File: src/logic/efic_pkg.sv
// Purpose: Shared constants for the fault flag and interrupt command unit.
// Assumes: Commands reach the unit as nine-byte binary frames.
// Notes: Register offsets are word indices on the plain register port.
package efic_pkg;
    localparam int DATA_W = 32;
    localparam int FLG_W  = 8;
    localparam int ADDR_W = 4;
    localparam int N_SRC  = 16;
    localparam int SRC_W  = 4;
    localparam int N_FLT  = 5;
    localparam int N_ST   = 5;

    localparam logic [3:0] FRAME_LAST = 4'h8;

    localparam logic [7:0] CMD_CLE     = 8'h24;
    localparam logic [7:0] CMD_IRQ_EN  = 8'h19;
    localparam logic [7:0] CMD_IRQ_DIS = 8'h1A;
    localparam logic [7:0] CMD_VEC_DEF = 8'h25;
    localparam logic [7:0] CMD_IRQ_RET = 8'h26;

    localparam logic [7:0] TYP_ALL     = 8'h00;
    localparam logic [7:0] TYP_TIMEOUT = 8'h01;
    localparam logic [7:0] TYP_GLOBAL  = 8'hFF;

    localparam logic [ADDR_W-1:0] REG_STAT  = 4'h0;
    localparam logic [ADDR_W-1:0] REG_MASK  = 4'h1;
    localparam logic [ADDR_W-1:0] REG_FAULT = 4'h2;
    localparam logic [ADDR_W-1:0] REG_CTRL  = 4'h3;
    localparam logic [ADDR_W-1:0] REG_SRCEN = 4'h4;
    localparam logic [ADDR_W-1:0] REG_NODE  = 4'h5;

    localparam int ST_FRAME  = 0;
    localparam int ST_CKERR  = 1;
    localparam int ST_ENTER  = 2;
    localparam int ST_RETURN = 3;
    localparam int ST_FAULT  = 4;

    localparam logic [7:0] NODE_RST = 8'h01;

    typedef enum logic {
        MODE_RUN,
        MODE_HANDLER
    } efic_mode_e;
endpackage

File: src/logic/efic_cmd_if.sv
// Purpose: Carries one decoded command from the frame receiver to the executor.
// Assumes: valid is a one-cycle pulse; the fields stand while valid is high.
// Notes: None.
interface efic_cmd_if;
    logic        valid;
    logic [7:0]  instr;
    logic [7:0]  typ;
    logic [7:0]  bank;
    logic [31:0] value;
    modport src (output valid, output instr, output typ, output bank, output value);
    modport dst (input valid, input instr, input typ, input bank, input value);
endinterface

File: src/logic/efic_frame_rx.sv
// Purpose: Assembles nine-byte command frames and checks their checksum.
// Assumes: Bytes come from logic on the same clock, one per valid cycle.
// Notes: A frame for another node with a good checksum is dropped silently, without an error.
module efic_frame_rx
    import efic_pkg::*;
(
    input  wire logic       clk,
    input  wire logic       rstn,
    input  wire logic [7:0] byte_in,
    input  wire logic       byte_valid,
    input  wire logic [7:0] node_addr,
    efic_cmd_if.src         cmd,
    output logic            ck_err
);
    logic [3:0]  cnt_q;
    logic [7:0]  sum_q;
    logic [7:0]  addr_q;
    logic [7:0]  instr_q;
    logic [7:0]  typ_q;
    logic [7:0]  bank_q;
    logic [31:0] value_q;

    always_ff @(posedge clk or negedge rstn) begin
        if (!rstn) begin
            cnt_q <= 4'h0;
            sum_q <= 8'h00;
        end else if (byte_valid) begin
            cnt_q <= (cnt_q == FRAME_LAST) ? 4'h0 : cnt_q + 4'h1;
            sum_q <= (cnt_q == FRAME_LAST) ? 8'h00 : sum_q + byte_in;
        end
    end

    // Field order: address, instruction, type, bank, value MSB first, checksum.
    always_ff @(posedge clk or negedge rstn) begin
        if (!rstn) begin
            addr_q  <= 8'h00;
            instr_q <= 8'h00;
            typ_q   <= 8'h00;
            bank_q  <= 8'h00;
            value_q <= 32'h0;
        end else if (byte_valid) begin
            case (cnt_q)
                4'h0: addr_q <= byte_in;
                4'h1: instr_q <= byte_in;
                4'h2: typ_q <= byte_in;
                4'h3: bank_q <= byte_in;
                4'h4, 4'h5, 4'h6, 4'h7: value_q <= {value_q[23:0], byte_in};
                default: ;
            endcase
        end
    end

    always_ff @(posedge clk or negedge rstn) begin
        if (!rstn) begin
            cmd.valid <= 1'b0;
            cmd.instr <= 8'h00;
            cmd.typ   <= 8'h00;
            cmd.bank  <= 8'h00;
            cmd.value <= 32'h0;
            ck_err    <= 1'b0;
        end else begin
            cmd.valid <= 1'b0;
            ck_err    <= 1'b0;
            if (byte_valid && cnt_q == FRAME_LAST) begin
                if (byte_in != sum_q) begin
                    ck_err <= 1'b1;
                end else if (addr_q == node_addr) begin
                    cmd.valid <= 1'b1;
                    cmd.instr <= instr_q;
                    cmd.typ   <= typ_q;
                    cmd.bank  <= bank_q;
                    cmd.value <= value_q;
                end
            end
        end
    end

    ck_bad_a: assert property (@(posedge clk) disable iff (!rstn)
        byte_valid && cnt_q == FRAME_LAST && byte_in != sum_q |=> !cmd.valid && ck_err)
        else $error("Frame with bad checksum was not rejected.");
endmodule

File: src/logic/efic_vec_tbl.sv
// Purpose: Holds one handler entry address for each interrupt source.
// Assumes: Writes come from the vector definition command only.
// Notes: Reads are combinational so the entry address is ready in the take cycle.
module efic_vec_tbl
    import efic_pkg::*;
(
    input  wire logic              clk,
    input  wire logic              rstn,
    input  wire logic              we,
    input  wire logic [SRC_W-1:0]  waddr,
    input  wire logic [DATA_W-1:0] wdata,
    input  wire logic [SRC_W-1:0]  raddr,
    output logic      [DATA_W-1:0] rdata
);
    logic [DATA_W-1:0] mem_q [N_SRC];

    always_ff @(posedge clk or negedge rstn) begin
        if (!rstn) begin
            for (int i = 0; i < N_SRC; i++) begin
                mem_q[i] <= 32'h0;
            end
        end else if (we) begin
            mem_q[waddr] <= wdata;
        end
    end

    assign rdata = mem_q[raddr];

    vec_store_a: assert property (@(posedge clk) disable iff (!rstn)
        we |=> mem_q[$past(waddr)] == $past(wdata))
        else $error("Vector write did not replace the entry address.");
endmodule

File: src/logic/efic_top.sv
// Purpose: Clears fault flags and runs interrupt enable, vector and return commands.
// Assumes: Command bytes and context words come from logic on CLK_SYS.
// Notes: Fault and interrupt source pins are synchronised before use.
// Contract
// - A clear-fault command clears the flags chosen by its type and leaves the others.
// - Type 0 clears all flags and types 1 to 5 clear timeout, alarm, deviation, position and shutdown.
// - An enable command turns on the single source named by its type.
// - An enable command with type 255 sets the global interrupt enable instead.
// - A disable command turns off the single source named by its type.
// - A disable command with type 255 clears the global enable so no interrupt is taken.
// - A vector command stores its value as the entry address of the source named by its type.
// - A later vector command for the same source replaces the entry address.
// - A return command restores accumulator, X, flags and program counter saved at entry.
// - A frame is address, instruction, type, bank, four value bytes MSB first, checksum.
module efic_top
    import efic_pkg::*;
(
    input  wire logic                        CLK_SYS,
    input  wire logic                        RSTN,
    input  wire logic [7:0]                  RX_BYTE,
    input  wire logic                        RX_VALID,
    input  wire logic [efic_pkg::N_FLT-1:0]  FAULT_IN,
    input  wire logic [efic_pkg::N_SRC-1:0]  IRQ_SRC,
    input  wire logic [efic_pkg::DATA_W-1:0] CTX_ACC,
    input  wire logic [efic_pkg::DATA_W-1:0] CTX_X,
    input  wire logic [efic_pkg::FLG_W-1:0]  CTX_FLAGS,
    input  wire logic [efic_pkg::DATA_W-1:0] CTX_PC,
    input  wire logic [efic_pkg::ADDR_W-1:0] REG_ADDR,
    input  wire logic [efic_pkg::DATA_W-1:0] REG_WDATA,
    input  wire logic                        REG_WR,
    input  wire logic                        REG_RD,
    output logic      [efic_pkg::DATA_W-1:0] REG_RDATA,
    output logic                             IRQ,
    output logic      [efic_pkg::N_FLT-1:0]  FAULT_FLAGS,
    output logic                             IRQ_ENTER,
    output logic      [efic_pkg::DATA_W-1:0] ENTRY_PC,
    output logic                             IRQ_RESTORE,
    output logic      [efic_pkg::DATA_W-1:0] RST_ACC,
    output logic      [efic_pkg::DATA_W-1:0] RST_X,
    output logic      [efic_pkg::FLG_W-1:0]  RST_FLAGS,
    output logic      [efic_pkg::DATA_W-1:0] RST_PC
);
    import efic_pkg::*;

    function automatic logic src_ok(input logic [7:0] t);
        src_ok = t < 8'(N_SRC);
    endfunction

    efic_cmd_if cmd ();

    logic [N_FLT-1:0]  flt_s1_q;
    logic [N_FLT-1:0]  flt_s2_q;
    logic [N_SRC-1:0]  src_s1_q;
    logic [N_SRC-1:0]  src_s2_q;
    logic [N_SRC-1:0]  src_s3_q;
    logic [N_SRC-1:0]  pend_q;
    logic [N_SRC-1:0]  src_en_q;
    logic              glob_en_q;
    logic [N_FLT-1:0]  fault_q;
    logic [N_FLT-1:0]  cle_mask;
    logic [N_ST-1:0]   stat_q;
    logic [N_ST-1:0]   mask_q;
    logic [N_ST-1:0]   ev;
    logic [7:0]        node_q;
    logic              ck_err;
    logic              is_cle;
    logic              is_en;
    logic              is_dis;
    logic              is_vec;
    logic              is_ret;
    logic              take;
    logic [SRC_W-1:0]  take_idx;
    logic [N_SRC-1:0]  ready;
    logic [DATA_W-1:0] vec_rd;
    logic              ret_done;
    efic_mode_e        mode_q;

    efic_frame_rx u_rx (
        .clk        (CLK_SYS),
        .rstn       (RSTN),
        .byte_in    (RX_BYTE),
        .byte_valid (RX_VALID),
        .node_addr  (node_q),
        .cmd        (cmd.src),
        .ck_err     (ck_err)
    );

    efic_vec_tbl u_vec (
        .clk   (CLK_SYS),
        .rstn  (RSTN),
        .we    (is_vec && src_ok(cmd.typ)),
        .waddr (cmd.typ[SRC_W-1:0]),
        .wdata (cmd.value),
        .raddr (take_idx),
        .rdata (vec_rd)
    );

    // Bank and value are never decoded for the clear, enable, disable and return commands.
    assign is_cle  = cmd.valid && cmd.instr == CMD_CLE;
    assign is_en    = cmd.valid && cmd.instr == CMD_IRQ_EN;
    assign is_dis   = cmd.valid && cmd.instr == CMD_IRQ_DIS;
    assign is_vec   = cmd.valid && cmd.instr == CMD_VEC_DEF;
    assign is_ret   = cmd.valid && cmd.instr == CMD_IRQ_RET;
    assign ret_done = is_ret && mode_q == MODE_HANDLER;

    always_ff @(posedge CLK_SYS or negedge RSTN) begin
        if (!RSTN) begin
            flt_s1_q <= '0;
            flt_s2_q <= '0;
            src_s1_q <= '0;
            src_s2_q <= '0;
            src_s3_q <= '0;
        end else begin
            flt_s1_q <= FAULT_IN;
            flt_s2_q <= flt_s1_q;
            src_s1_q <= IRQ_SRC;
            src_s2_q <= src_s1_q;
            src_s3_q <= src_s2_q;
        end
    end

    always_comb begin
        cle_mask = '0;
        if (is_cle) begin
            if (cmd.typ == TYP_ALL) begin
                cle_mask = '1;
            end else begin
                for (int i = 0; i < N_FLT; i++) begin
                    if (cmd.typ == 8'(i + 1)) begin
                        cle_mask[i] = 1'b1;
                    end
                end
            end
        end
    end

    // A fault still asserted on its pin wins over a clear in the same cycle.
    always_ff @(posedge CLK_SYS or negedge RSTN) begin
        if (!RSTN) begin
            fault_q <= '0;
        end else begin
            fault_q <= (fault_q & ~cle_mask) | flt_s2_q;
        end
    end

    always_ff @(posedge CLK_SYS or negedge RSTN) begin
        if (!RSTN) begin
            src_en_q  <= '0;
            glob_en_q <= 1'b0;
        end else if (is_en) begin
            if (cmd.typ == TYP_GLOBAL) begin
                glob_en_q <= 1'b1;
            end else if (src_ok(cmd.typ)) begin
                src_en_q[cmd.typ[SRC_W-1:0]] <= 1'b1;
            end
        end else if (is_dis) begin
            if (cmd.typ == TYP_GLOBAL) begin
                glob_en_q <= 1'b0;
            end else if (src_ok(cmd.typ)) begin
                src_en_q[cmd.typ[SRC_W-1:0]] <= 1'b0;
            end
        end
    end

    assign ready = pend_q & src_en_q;

    // Lowest source number has priority; one handler runs at a time.
    always_comb begin
        take_idx = '0;
        for (int i = N_SRC - 1; i >= 0; i--) begin
            if (ready[i]) begin
                take_idx = SRC_W'(i);
            end
        end
        take = glob_en_q && mode_q == MODE_RUN && |ready;
    end

    // A new edge on the source taken in this cycle stays pending.
    always_ff @(posedge CLK_SYS or negedge RSTN) begin
        if (!RSTN) begin
            pend_q <= '0;
        end else begin
            for (int i = 0; i < N_SRC; i++) begin
                if (src_s2_q[i] && !src_s3_q[i]) begin
                    pend_q[i] <= 1'b1;
                end else if (take && take_idx == SRC_W'(i)) begin
                    pend_q[i] <= 1'b0;
                end
            end
        end
    end

    always_ff @(posedge CLK_SYS or negedge RSTN) begin
        if (!RSTN) begin
            mode_q <= MODE_RUN;
        end else begin
            case (mode_q)
                MODE_RUN: begin
                    if (take) begin
                        mode_q <= MODE_HANDLER;
                    end
                end
                MODE_HANDLER: begin
                    if (is_ret) begin
                        mode_q <= MODE_RUN;
                    end
                end
                default: mode_q <= MODE_RUN;
            endcase
        end
    end

    // The context is saved at entry and held on the restore outputs until the return.
    always_ff @(posedge CLK_SYS or negedge RSTN) begin
        if (!RSTN) begin
            RST_ACC   <= '0;
            RST_X     <= '0;
            RST_FLAGS <= '0;
            RST_PC    <= '0;
        end else if (take) begin
            RST_ACC   <= CTX_ACC;
            RST_X     <= CTX_X;
            RST_FLAGS <= CTX_FLAGS;
            RST_PC    <= CTX_PC;
        end
    end

    always_ff @(posedge CLK_SYS or negedge RSTN) begin
        if (!RSTN) begin
            IRQ_ENTER   <= 1'b0;
            ENTRY_PC    <= '0;
            IRQ_RESTORE <= 1'b0;
        end else begin
            IRQ_ENTER   <= take;
            IRQ_RESTORE <= ret_done;
            if (take) begin
                ENTRY_PC <= vec_rd;
            end
        end
    end

    assign ev = {|(flt_s2_q & ~fault_q), ret_done, take, ck_err, cmd.valid};

    // Reading the status clears it, but an event in that cycle survives.
    always_ff @(posedge CLK_SYS or negedge RSTN) begin
        if (!RSTN) begin
            stat_q <= '0;
        end else if (REG_RD && REG_ADDR == REG_STAT) begin
            stat_q <= ev;
        end else begin
            stat_q <= stat_q | ev;
        end
    end

    always_ff @(posedge CLK_SYS or negedge RSTN) begin
        if (!RSTN) begin
            mask_q <= '0;
            node_q <= NODE_RST;
        end else if (REG_WR) begin
            if (REG_ADDR == REG_MASK) begin
                mask_q <= REG_WDATA[N_ST-1:0];
            end
            if (REG_ADDR == REG_NODE) begin
                node_q <= REG_WDATA[7:0];
            end
        end
    end

    always_ff @(posedge CLK_SYS or negedge RSTN) begin
        if (!RSTN) begin
            REG_RDATA <= '0;
        end else begin
            REG_RDATA <= '0;
            if (REG_RD) begin
                case (REG_ADDR)
                    REG_STAT:  REG_RDATA <= DATA_W'(stat_q);
                    REG_MASK:  REG_RDATA <= DATA_W'(mask_q);
                    REG_FAULT: REG_RDATA <= DATA_W'(fault_q);
                    REG_CTRL:  REG_RDATA <= DATA_W'({mode_q == MODE_HANDLER, glob_en_q});
                    REG_SRCEN: REG_RDATA <= DATA_W'(src_en_q);
                    REG_NODE:  REG_RDATA <= DATA_W'(node_q);
                    default:   REG_RDATA <= '0;
                endcase
            end
        end
    end

    always_ff @(posedge CLK_SYS or negedge RSTN) begin
        if (!RSTN) begin
            IRQ         <= 1'b0;
            FAULT_FLAGS <= '0;
        end else begin
            IRQ         <= |(stat_q & mask_q);
            FAULT_FLAGS <= fault_q;
        end
    end

    cle_all_a: assert property (@(posedge CLK_SYS) disable iff (!RSTN)
        is_cle && cmd.typ == TYP_ALL && flt_s2_q == '0 |=> fault_q == '0)
        else $error("Clear all left a fault flag set.");

    cle_one_a: assert property (@(posedge CLK_SYS) disable iff (!RSTN)
        is_cle && cmd.typ == TYP_TIMEOUT && !flt_s2_q[0]
        |=> !fault_q[0] && (fault_q[N_FLT-1:1] & $past(fault_q[N_FLT-1:1])) == $past(fault_q[N_FLT-1:1])
            && (fault_q[N_FLT-1:1] & ~$past(fault_q[N_FLT-1:1] | flt_s2_q[N_FLT-1:1])) == '0)
        else $error("Timeout clear hit the wrong flags.");

    en_one_a: assert property (@(posedge CLK_SYS) disable iff (!RSTN)
        is_en && src_ok(cmd.typ) |=> src_en_q[$past(cmd.typ[SRC_W-1:0])] && glob_en_q == $past(glob_en_q))
        else $error("Source enable did not take effect.");

    en_glob_a: assert property (@(posedge CLK_SYS) disable iff (!RSTN)
        is_en && cmd.typ == TYP_GLOBAL |=> glob_en_q && src_en_q == $past(src_en_q))
        else $error("Global enable not set or sources changed.");

    dis_one_a: assert property (@(posedge CLK_SYS) disable iff (!RSTN)
        is_dis && src_ok(cmd.typ) |=> !src_en_q[$past(cmd.typ[SRC_W-1:0])])
        else $error("Source disable did not take effect.");

    dis_glob_a: assert property (@(posedge CLK_SYS) disable iff (!RSTN)
        is_dis && cmd.typ == TYP_GLOBAL |=> !glob_en_q ##1 !IRQ_ENTER)
        else $error("Interrupt taken after global disable.");

    enter_pc_a: assert property (@(posedge CLK_SYS) disable iff (!RSTN)
        take |=> IRQ_ENTER && ENTRY_PC == $past(vec_rd) && mode_q == MODE_HANDLER)
        else $error("Entry address or mode wrong on interrupt entry.");

    ctx_save_a: assert property (@(posedge CLK_SYS) disable iff (!RSTN)
        take |=> RST_ACC == $past(CTX_ACC) && RST_X == $past(CTX_X)
            && RST_FLAGS == $past(CTX_FLAGS) && RST_PC == $past(CTX_PC))
        else $error("Context not saved on interrupt entry.");

    ret_back_a: assert property (@(posedge CLK_SYS) disable iff (!RSTN)
        ret_done |=> IRQ_RESTORE && mode_q == MODE_RUN && RST_PC == $past(RST_PC))
        else $error("Return did not restore the saved context.");
endmodule

File: config.mk
export PLATFORM = sky130hd
export DESIGN_NAME = efic_top
export DESIGN_NICKNAME = d
export VERILOG_FILES = /design/src/logic/efic_pkg.sv /design/src/logic/efic_cmd_if.sv /design/src/logic/efic_frame_rx.sv /design/src/logic/efic_vec_tbl.sv /design/src/logic/efic_top.sv
export SDC_FILE = /design/constraint.sdc
export NUM_CORES = 1
export LEC_CHECK = 0
export ABC_CLOCK_PERIOD_IN_PS = 5700
export BUFFER_PORTS_ARGS = -buffer_cell sky130_fd_sc_hd__buf_2
export CAP_MARGIN = 20
export CORE_ASPECT_RATIO = 0.7
export CORE_UTILIZATION = 32
export CTS_CLUSTER_SIZE = 25
export DETAILED_ROUTE_END_ITERATION = 7
export GPL_TIMING_DRIVEN = 0
export PLACE_DENSITY_LB_ADDON = 0.15
export SYNTH_ARGS = -nofsm -noshare
export SYNTH_HDL_FRONTEND = slang
export SYNTH_SLANG_ARGS = --single-unit
File: constraint.sdc
create_clock -name CLK_SYS -period 5.7 [get_ports CLK_SYS]
set_input_delay 0.285 -clock CLK_SYS [delete_from_list [all_inputs] [get_ports CLK_SYS]]
set_output_delay 0.285 -clock CLK_SYS [all_outputs]
set_load 0.01 [all_outputs]
# Yosys cells after proc, flatten, opt, wreduce, memory -nomap -nowiden

Cells that the tools add are included.

Input bits: 174
Bits in registers: 921
Bits in latches: 0
Memories: 0
Bits in writable memories: 0
Word-level logic and storage cells: 310
ROM bits: 0
Output and inout port bits: 176

Multiply operators: 0
Reduce and logical (&&, ||, !) cells: 95
Equal/unequal tests: 40
Add/sub/neg operators: 2
Muxes and demuxes: 86
Bitwise logic cells: 16
Shift operators: 0
Divide/modulo/power cells: 0
$lt $le $gt $ge: 6

Operators by type and width:

| operator                                      | number |
|---|---|
| bitwise mux 512 bit                           | 1 |
| binary-select mux 32 bit (select 4 bit)       | 1 |
| demux 32 bit (select 4 bit)                   | 1 |
| 2-to-1 mux 16 bit                             | 7 |
| 2-to-1 mux 32 bit                             | 3 |
| case mux 16 bit (6 select lines)              | 1 |
| 2-to-1 mux 4 bit                              | 17 |
| 2-to-1 mux 1 bit                              | 49 |
| logical AND 1 bit                             | 45 |
| == test 4 x 3 -> 1 bit, second input constant | 10 |
| == test 4 bit, second input constant          | 9 |
| nonzero test 2 bit                            | 17 |
| bitwise AND 16 bit                            | 2 |
| == test 8 x 6 -> 1 bit, second input constant | 3 |
| == test 4 x 2 -> 1 bit, second input constant | 5 |
| == test 8 x 2 -> 1 bit, second input constant | 2 |
| == test 8 x 3 -> 1 bit, second input constant | 2 |
| == test 8 x 5 -> 1 bit, second input constant | 2 |
| logical NOT 1 bit                             | 16 |
| NOT 16 bit                                    | 1 |
| OR 16 bit                                     | 1 |
| OR reduction 16 bit                           | 1 |
| bitwise AND 5 bit                             | 3 |
| 2-to-1 mux 5 bit                              | 3 |
| 25 further kinds                              | 43 |

# Depth between registers and ports, before layout

Word-level depth: 21
Gate-level depth with buffers: 10
Gate-level depth less buffers: 9

# Modules after synthesis

A second synthesis with hierarchy kept.

Cell total of the unflattened synthesis: 2505
Area total of the unflattened synthesis: 38803.5 µm²

By module, submodules not included:

| module        | instances | area an instance (µm²) | cells an instance | sequential area each (µm²) |
|---|---|---|---|---|
| efic_vec_tbl  | 1         | 22774.3                | 1404              | 12812.3 |
| efic_top      | 1         | 10440.0                | 731               | 6882.9 |
| efic_frame_rx | 1         | 5589.1                 | 370               | 3353.2 |

# Worst setup path before layout

Ideal clock, no wire load.

Path type: reg2reg
Start: register u_rx.cnt_q[0]
End: register u_rx.cmd.value[11]
Library setup time: 125 ps
Required time: 5575 ps
Cell stages (with the launch flop): 9
Clock period less this slack: 2399 ps
Path slack: 3301 ps
Arrival time: 2274 ps
Path buffers: 2
Cells stage by stage: dfrtp_1 > inv_1 > ha_1 > nand2_1 > or3_1 > nor4_1 > buf_2 > buf_2 > mux2_2

Longest elaborated chain between the ends: 3

RTL lines:

| what                                 | RTL line            | text |
|---|---|---|
| start, declared                      | efic_frame_rx.sv:15 | `logic [3:0] cnt_q;` |
| start signal, assigned               | efic_frame_rx.sv:28 | `cnt_q <= (cnt_q == FRAME_LAST) ? 4'h0 : cnt_q + 4'h1;` |
| == test 4 bit                        | efic_frame_rx.sv:64 | `if (byte_valid && cnt_q == FRAME_LAST) begin` |
| logical AND 1 bit                    | efic_frame_rx.sv:64 |  |
| AND reduction 3 bit (no source line) | n/a                 |  |
| end signal, assigned                 | efic_frame_rx.sv:72 | `cmd.value <= value_q;` |
| end, declared                        | efic_cmd_if.sv:10   | `modport src (output valid, output instr, output typ, output bank, output value);` |

Every way passes these cells.
A chain may end at the register's enable or synchronous reset.

==> reports/metrics.cfg <==
[timing]
rsz_0062_raised_after_global_routing = no
whs_ns = 0.0512
layout_min_cycle_time_ns = 4.25
final_min_period_over_clock_period_pct = 74.6
hold_violations = 0
final-setup-viol-count = 0
max_freq_mhz = 235
final.setup.tns_ns = 0
timing.slew.headroom_pct = 18.2
final_max_slew_viol_count = 0
skew_ns = 0.0437
tightest_slew_ns = 1.23

[die]
initial_cell_density_of_the_core_pct = 32.3
core-area_um2 = 122000
rows = 107
die_area_um2 = 125000
die_y_um = 296
ios = 350
die_w_um = 421

[layout]
most-common-layout-cells = sky130_fd_sc_hd__dfrtp_1 (904), sky130_fd_sc_hd__mux2_2 (631), sky130_fd_sc_hd__nand2_1 (429), sky130_fd_sc_hd__buf_2 (366), sky130_fd_sc_hd__dlygate4sd3_1 (147)
area_delta_synth_final_pct = 23.1
final_cells = 5412
finish.net_count = 3880
multi_input_combinational_cell_area_um2 = 15300
nFillCells = 11700
leading_cell_type_in_the_layout_fill_and_taps_excluded = sky130_fd_sc_hd__dfrtp_1
share_of_post_route_cells_with_drive_strength_above_1_pct = 34.8
seq_area_um2 = 22600

[setup_path]
critical_path_buf_inv_count = 2
critical-path-top-delay-family = buffers and inverters
critical_path_class = reg -> reg
timing.critical_path.slowest_stage_cell = sky130_fd_sc_hd__clkbuf_1
max_stage_delay_ns = 0.88
crit_arrival_ns = 4.90
cp-end-kind = flip-flop
worst-path-max-fanout = 10
cp_cell_sequence = a22o_1, nor3_1, clkbuf_1, buf_1, a221oi_1, and4_1, a31oi_1
setup.worst_path.start_class = flip-flop
worst-endpoint-required_ns = 6.35

[global_routing]
grt_first_pass_wirelength_um = 209000
vias_in_the_first_global_route = 27800
grt_antenna_before_repair = 11
global_route_overflow = 0
global_route.usage.total_pct = 23.4
largest_net_degree_at_the_start_of_global_routing = 115

[flow_run]
cap_violations = 0

[drt]
drt-total-wl_um = 148000
drt_first_iter_violations = 2525
viasPerCell = 5.26
detail-route-antenna-nets = 0
average_wire_per_standard_cell_um = 27.3
route.vias.total = 28500
drt_first_pass_iters = 5
route.detailed.drc = 0

[logic_synthesis]
synth-edff-count = 0
syn-instance-count = 3095
synth_top_flop_cell = sky130_fd_sc_hd__dfrtp_1
synth_seq_cells = 905
synth_area_per_cell_um2 = 12.7
netlist_area_um2 = 39400
yosysSeqAreaShare_pct = 57.5
async_reset_ff_share_pct = 100
post_synth_num_cell_types = 88
synth.yosys.warnings = 0

[run_status]
outcome = completed

[clock_tree]
h_tree_depth_reported_by_cts = 3
clk_root_buffer_cell = sky130_fd_sc_hd__clkbuf_16
tritoncts = done
post_cts.resized_instances = 0
cts.reportedPaths.clkPinSlew_ns = 0.06
cts_made_buffers = 97
ctsLongestPathBuffers = 3
cts_sinks = 905
worst_skew_pair.late_latency_ns = 0.74

[power]
report.power.total_mw = 14.9
leakage_power_nw = 22.6
ir_drop_uv = 216
p_per_area_nw_per_um2 = 307

[placement]
io_buffers = 307
dp.cells = 5081
gpl.final_weighted_congestion = 0.894
dpl.hpwl_um = 102000

[min_path]
min-delay-path-class = in -> async

synth_stat cells, drive strengths merged (23+ instances only):
cell    count  share of area, %
a22o       54               1.2
mux2i      38              0.97
a22oi      46              0.91
buf       132               2.4
a211oi     45              0.88
inv        39              0.37
mux2      664                19
dfrtp     904                57
o21ai      72              0.94
nor4       23              0.44
a21o       31              0.59
nand3      64              0.81
clkbuf    103              0.99
nand2     430               4.1
a21oi      30              0.42
o211ai     39              0.76
nor2       75              0.94
cells by family (layout without fill, tap and decap cells):
group           Yosys count  in the layout  synth area share (%)
buf+inv                 274            937                  3.79
mux                     705            705                  20.1
fa+ha+maj                12             12                 0.400
compound gates          473            473                  9.55
other cells               1             20               0.00952
xor+xnor                 16             16                 0.356
flops                   905            905                  57.5
simple gates            709            709                  8.29
per-stage QoR:
| step | setup WS [ns] | util (%) | cell area (µm²) |
|---|---|---|---|
| final | 1.45 | 39.8 | 48500 |
| after CTS | 1.54 | 39.8 | 48500 |
| after global routing | 1.44 | 39.8 | 48500 |
| after floorplan | 3.30 | - | 39500 |
| after global placement | -16.75 | 35.3 | 43000 |
| after detailed placement | 1.55 | 35.8 | 43600 |
metal layers:
layer,routed length (µm),vias to the layer above,track usage [%]
li1,-,12300,-
met2,60200,961,32.3
met4,3850,0,6.39
met1,73300,15000,35.8
met5,0,-,0
met3,10500,214,5.82
path summary, 6_finish.rpt:
| path | cells past startpoint | to | startpoint | slack, ns |
|---|---|---|---|---|
| worst max-delay path | 7 | ENTRY_PC[5] | flip-flop | 1.45 |
| worst min-delay path | 2 | RST_ACC[24] | RSTN | 0.05 |
| worst max register to register | 7 | ENTRY_PC[5] | flip-flop | 1.45 |
| worst min register to register | 0 | src_s2_q[12] | src_s1_q[12] | 0.35 |
| max in group asynchronous | 5 | u_vec.mem_q[190] | RSTN | 3.67 |
| min in group CLK_SYS | 3 | REG_RDATA[6] | REG_ADDR[2] | 0.07 |
flip-flops by register name (all words and copies together), names as in the netlist, 16 cells and up, named ones only:
register,cells
u_rx.value_q,32
src_s2_q,16
pend_q,16
ENTRY_PC,32
src_s1_q,16
RST_ACC,32
RST_X,32
u_vec.mem_q,512
RST_PC,32
REG_RDATA,16
u_rx.cmd.value,32
src_s3_q,16
report_power, final:
group | switching [mW] | leakage, nW | internal [mW] | total, mW
sequential | 0.309 | 11.7 | 6.72 | 7.02
clock | 2.84 | 1.67 | 4.06 | 6.90
combinational | 0.454 | 9.21 | 0.499 | 0.953
cell type report:
cell class / count / area share, %
buffer: 235 / 2.78
sequential: 905 / 46.7
timing repair buffer: 485 / 7.28
inverter: 39 / 0.302
multi-input combinational: 1931 / 31.6
antenna: 4 / 0.0206
clock inverter: 34 / 1.23
clock buffer: 144 / 5.87
tap: 1635 / 4.22
repair_timing:
action                     4_1_cts  5_1_grt
hold buffers                   147        0
hold endpoints to repair       488        0
setup buffers                    0        0
setup endpoints to repair        0        0
Note: power is estimated with default switching activity, not from simulation.
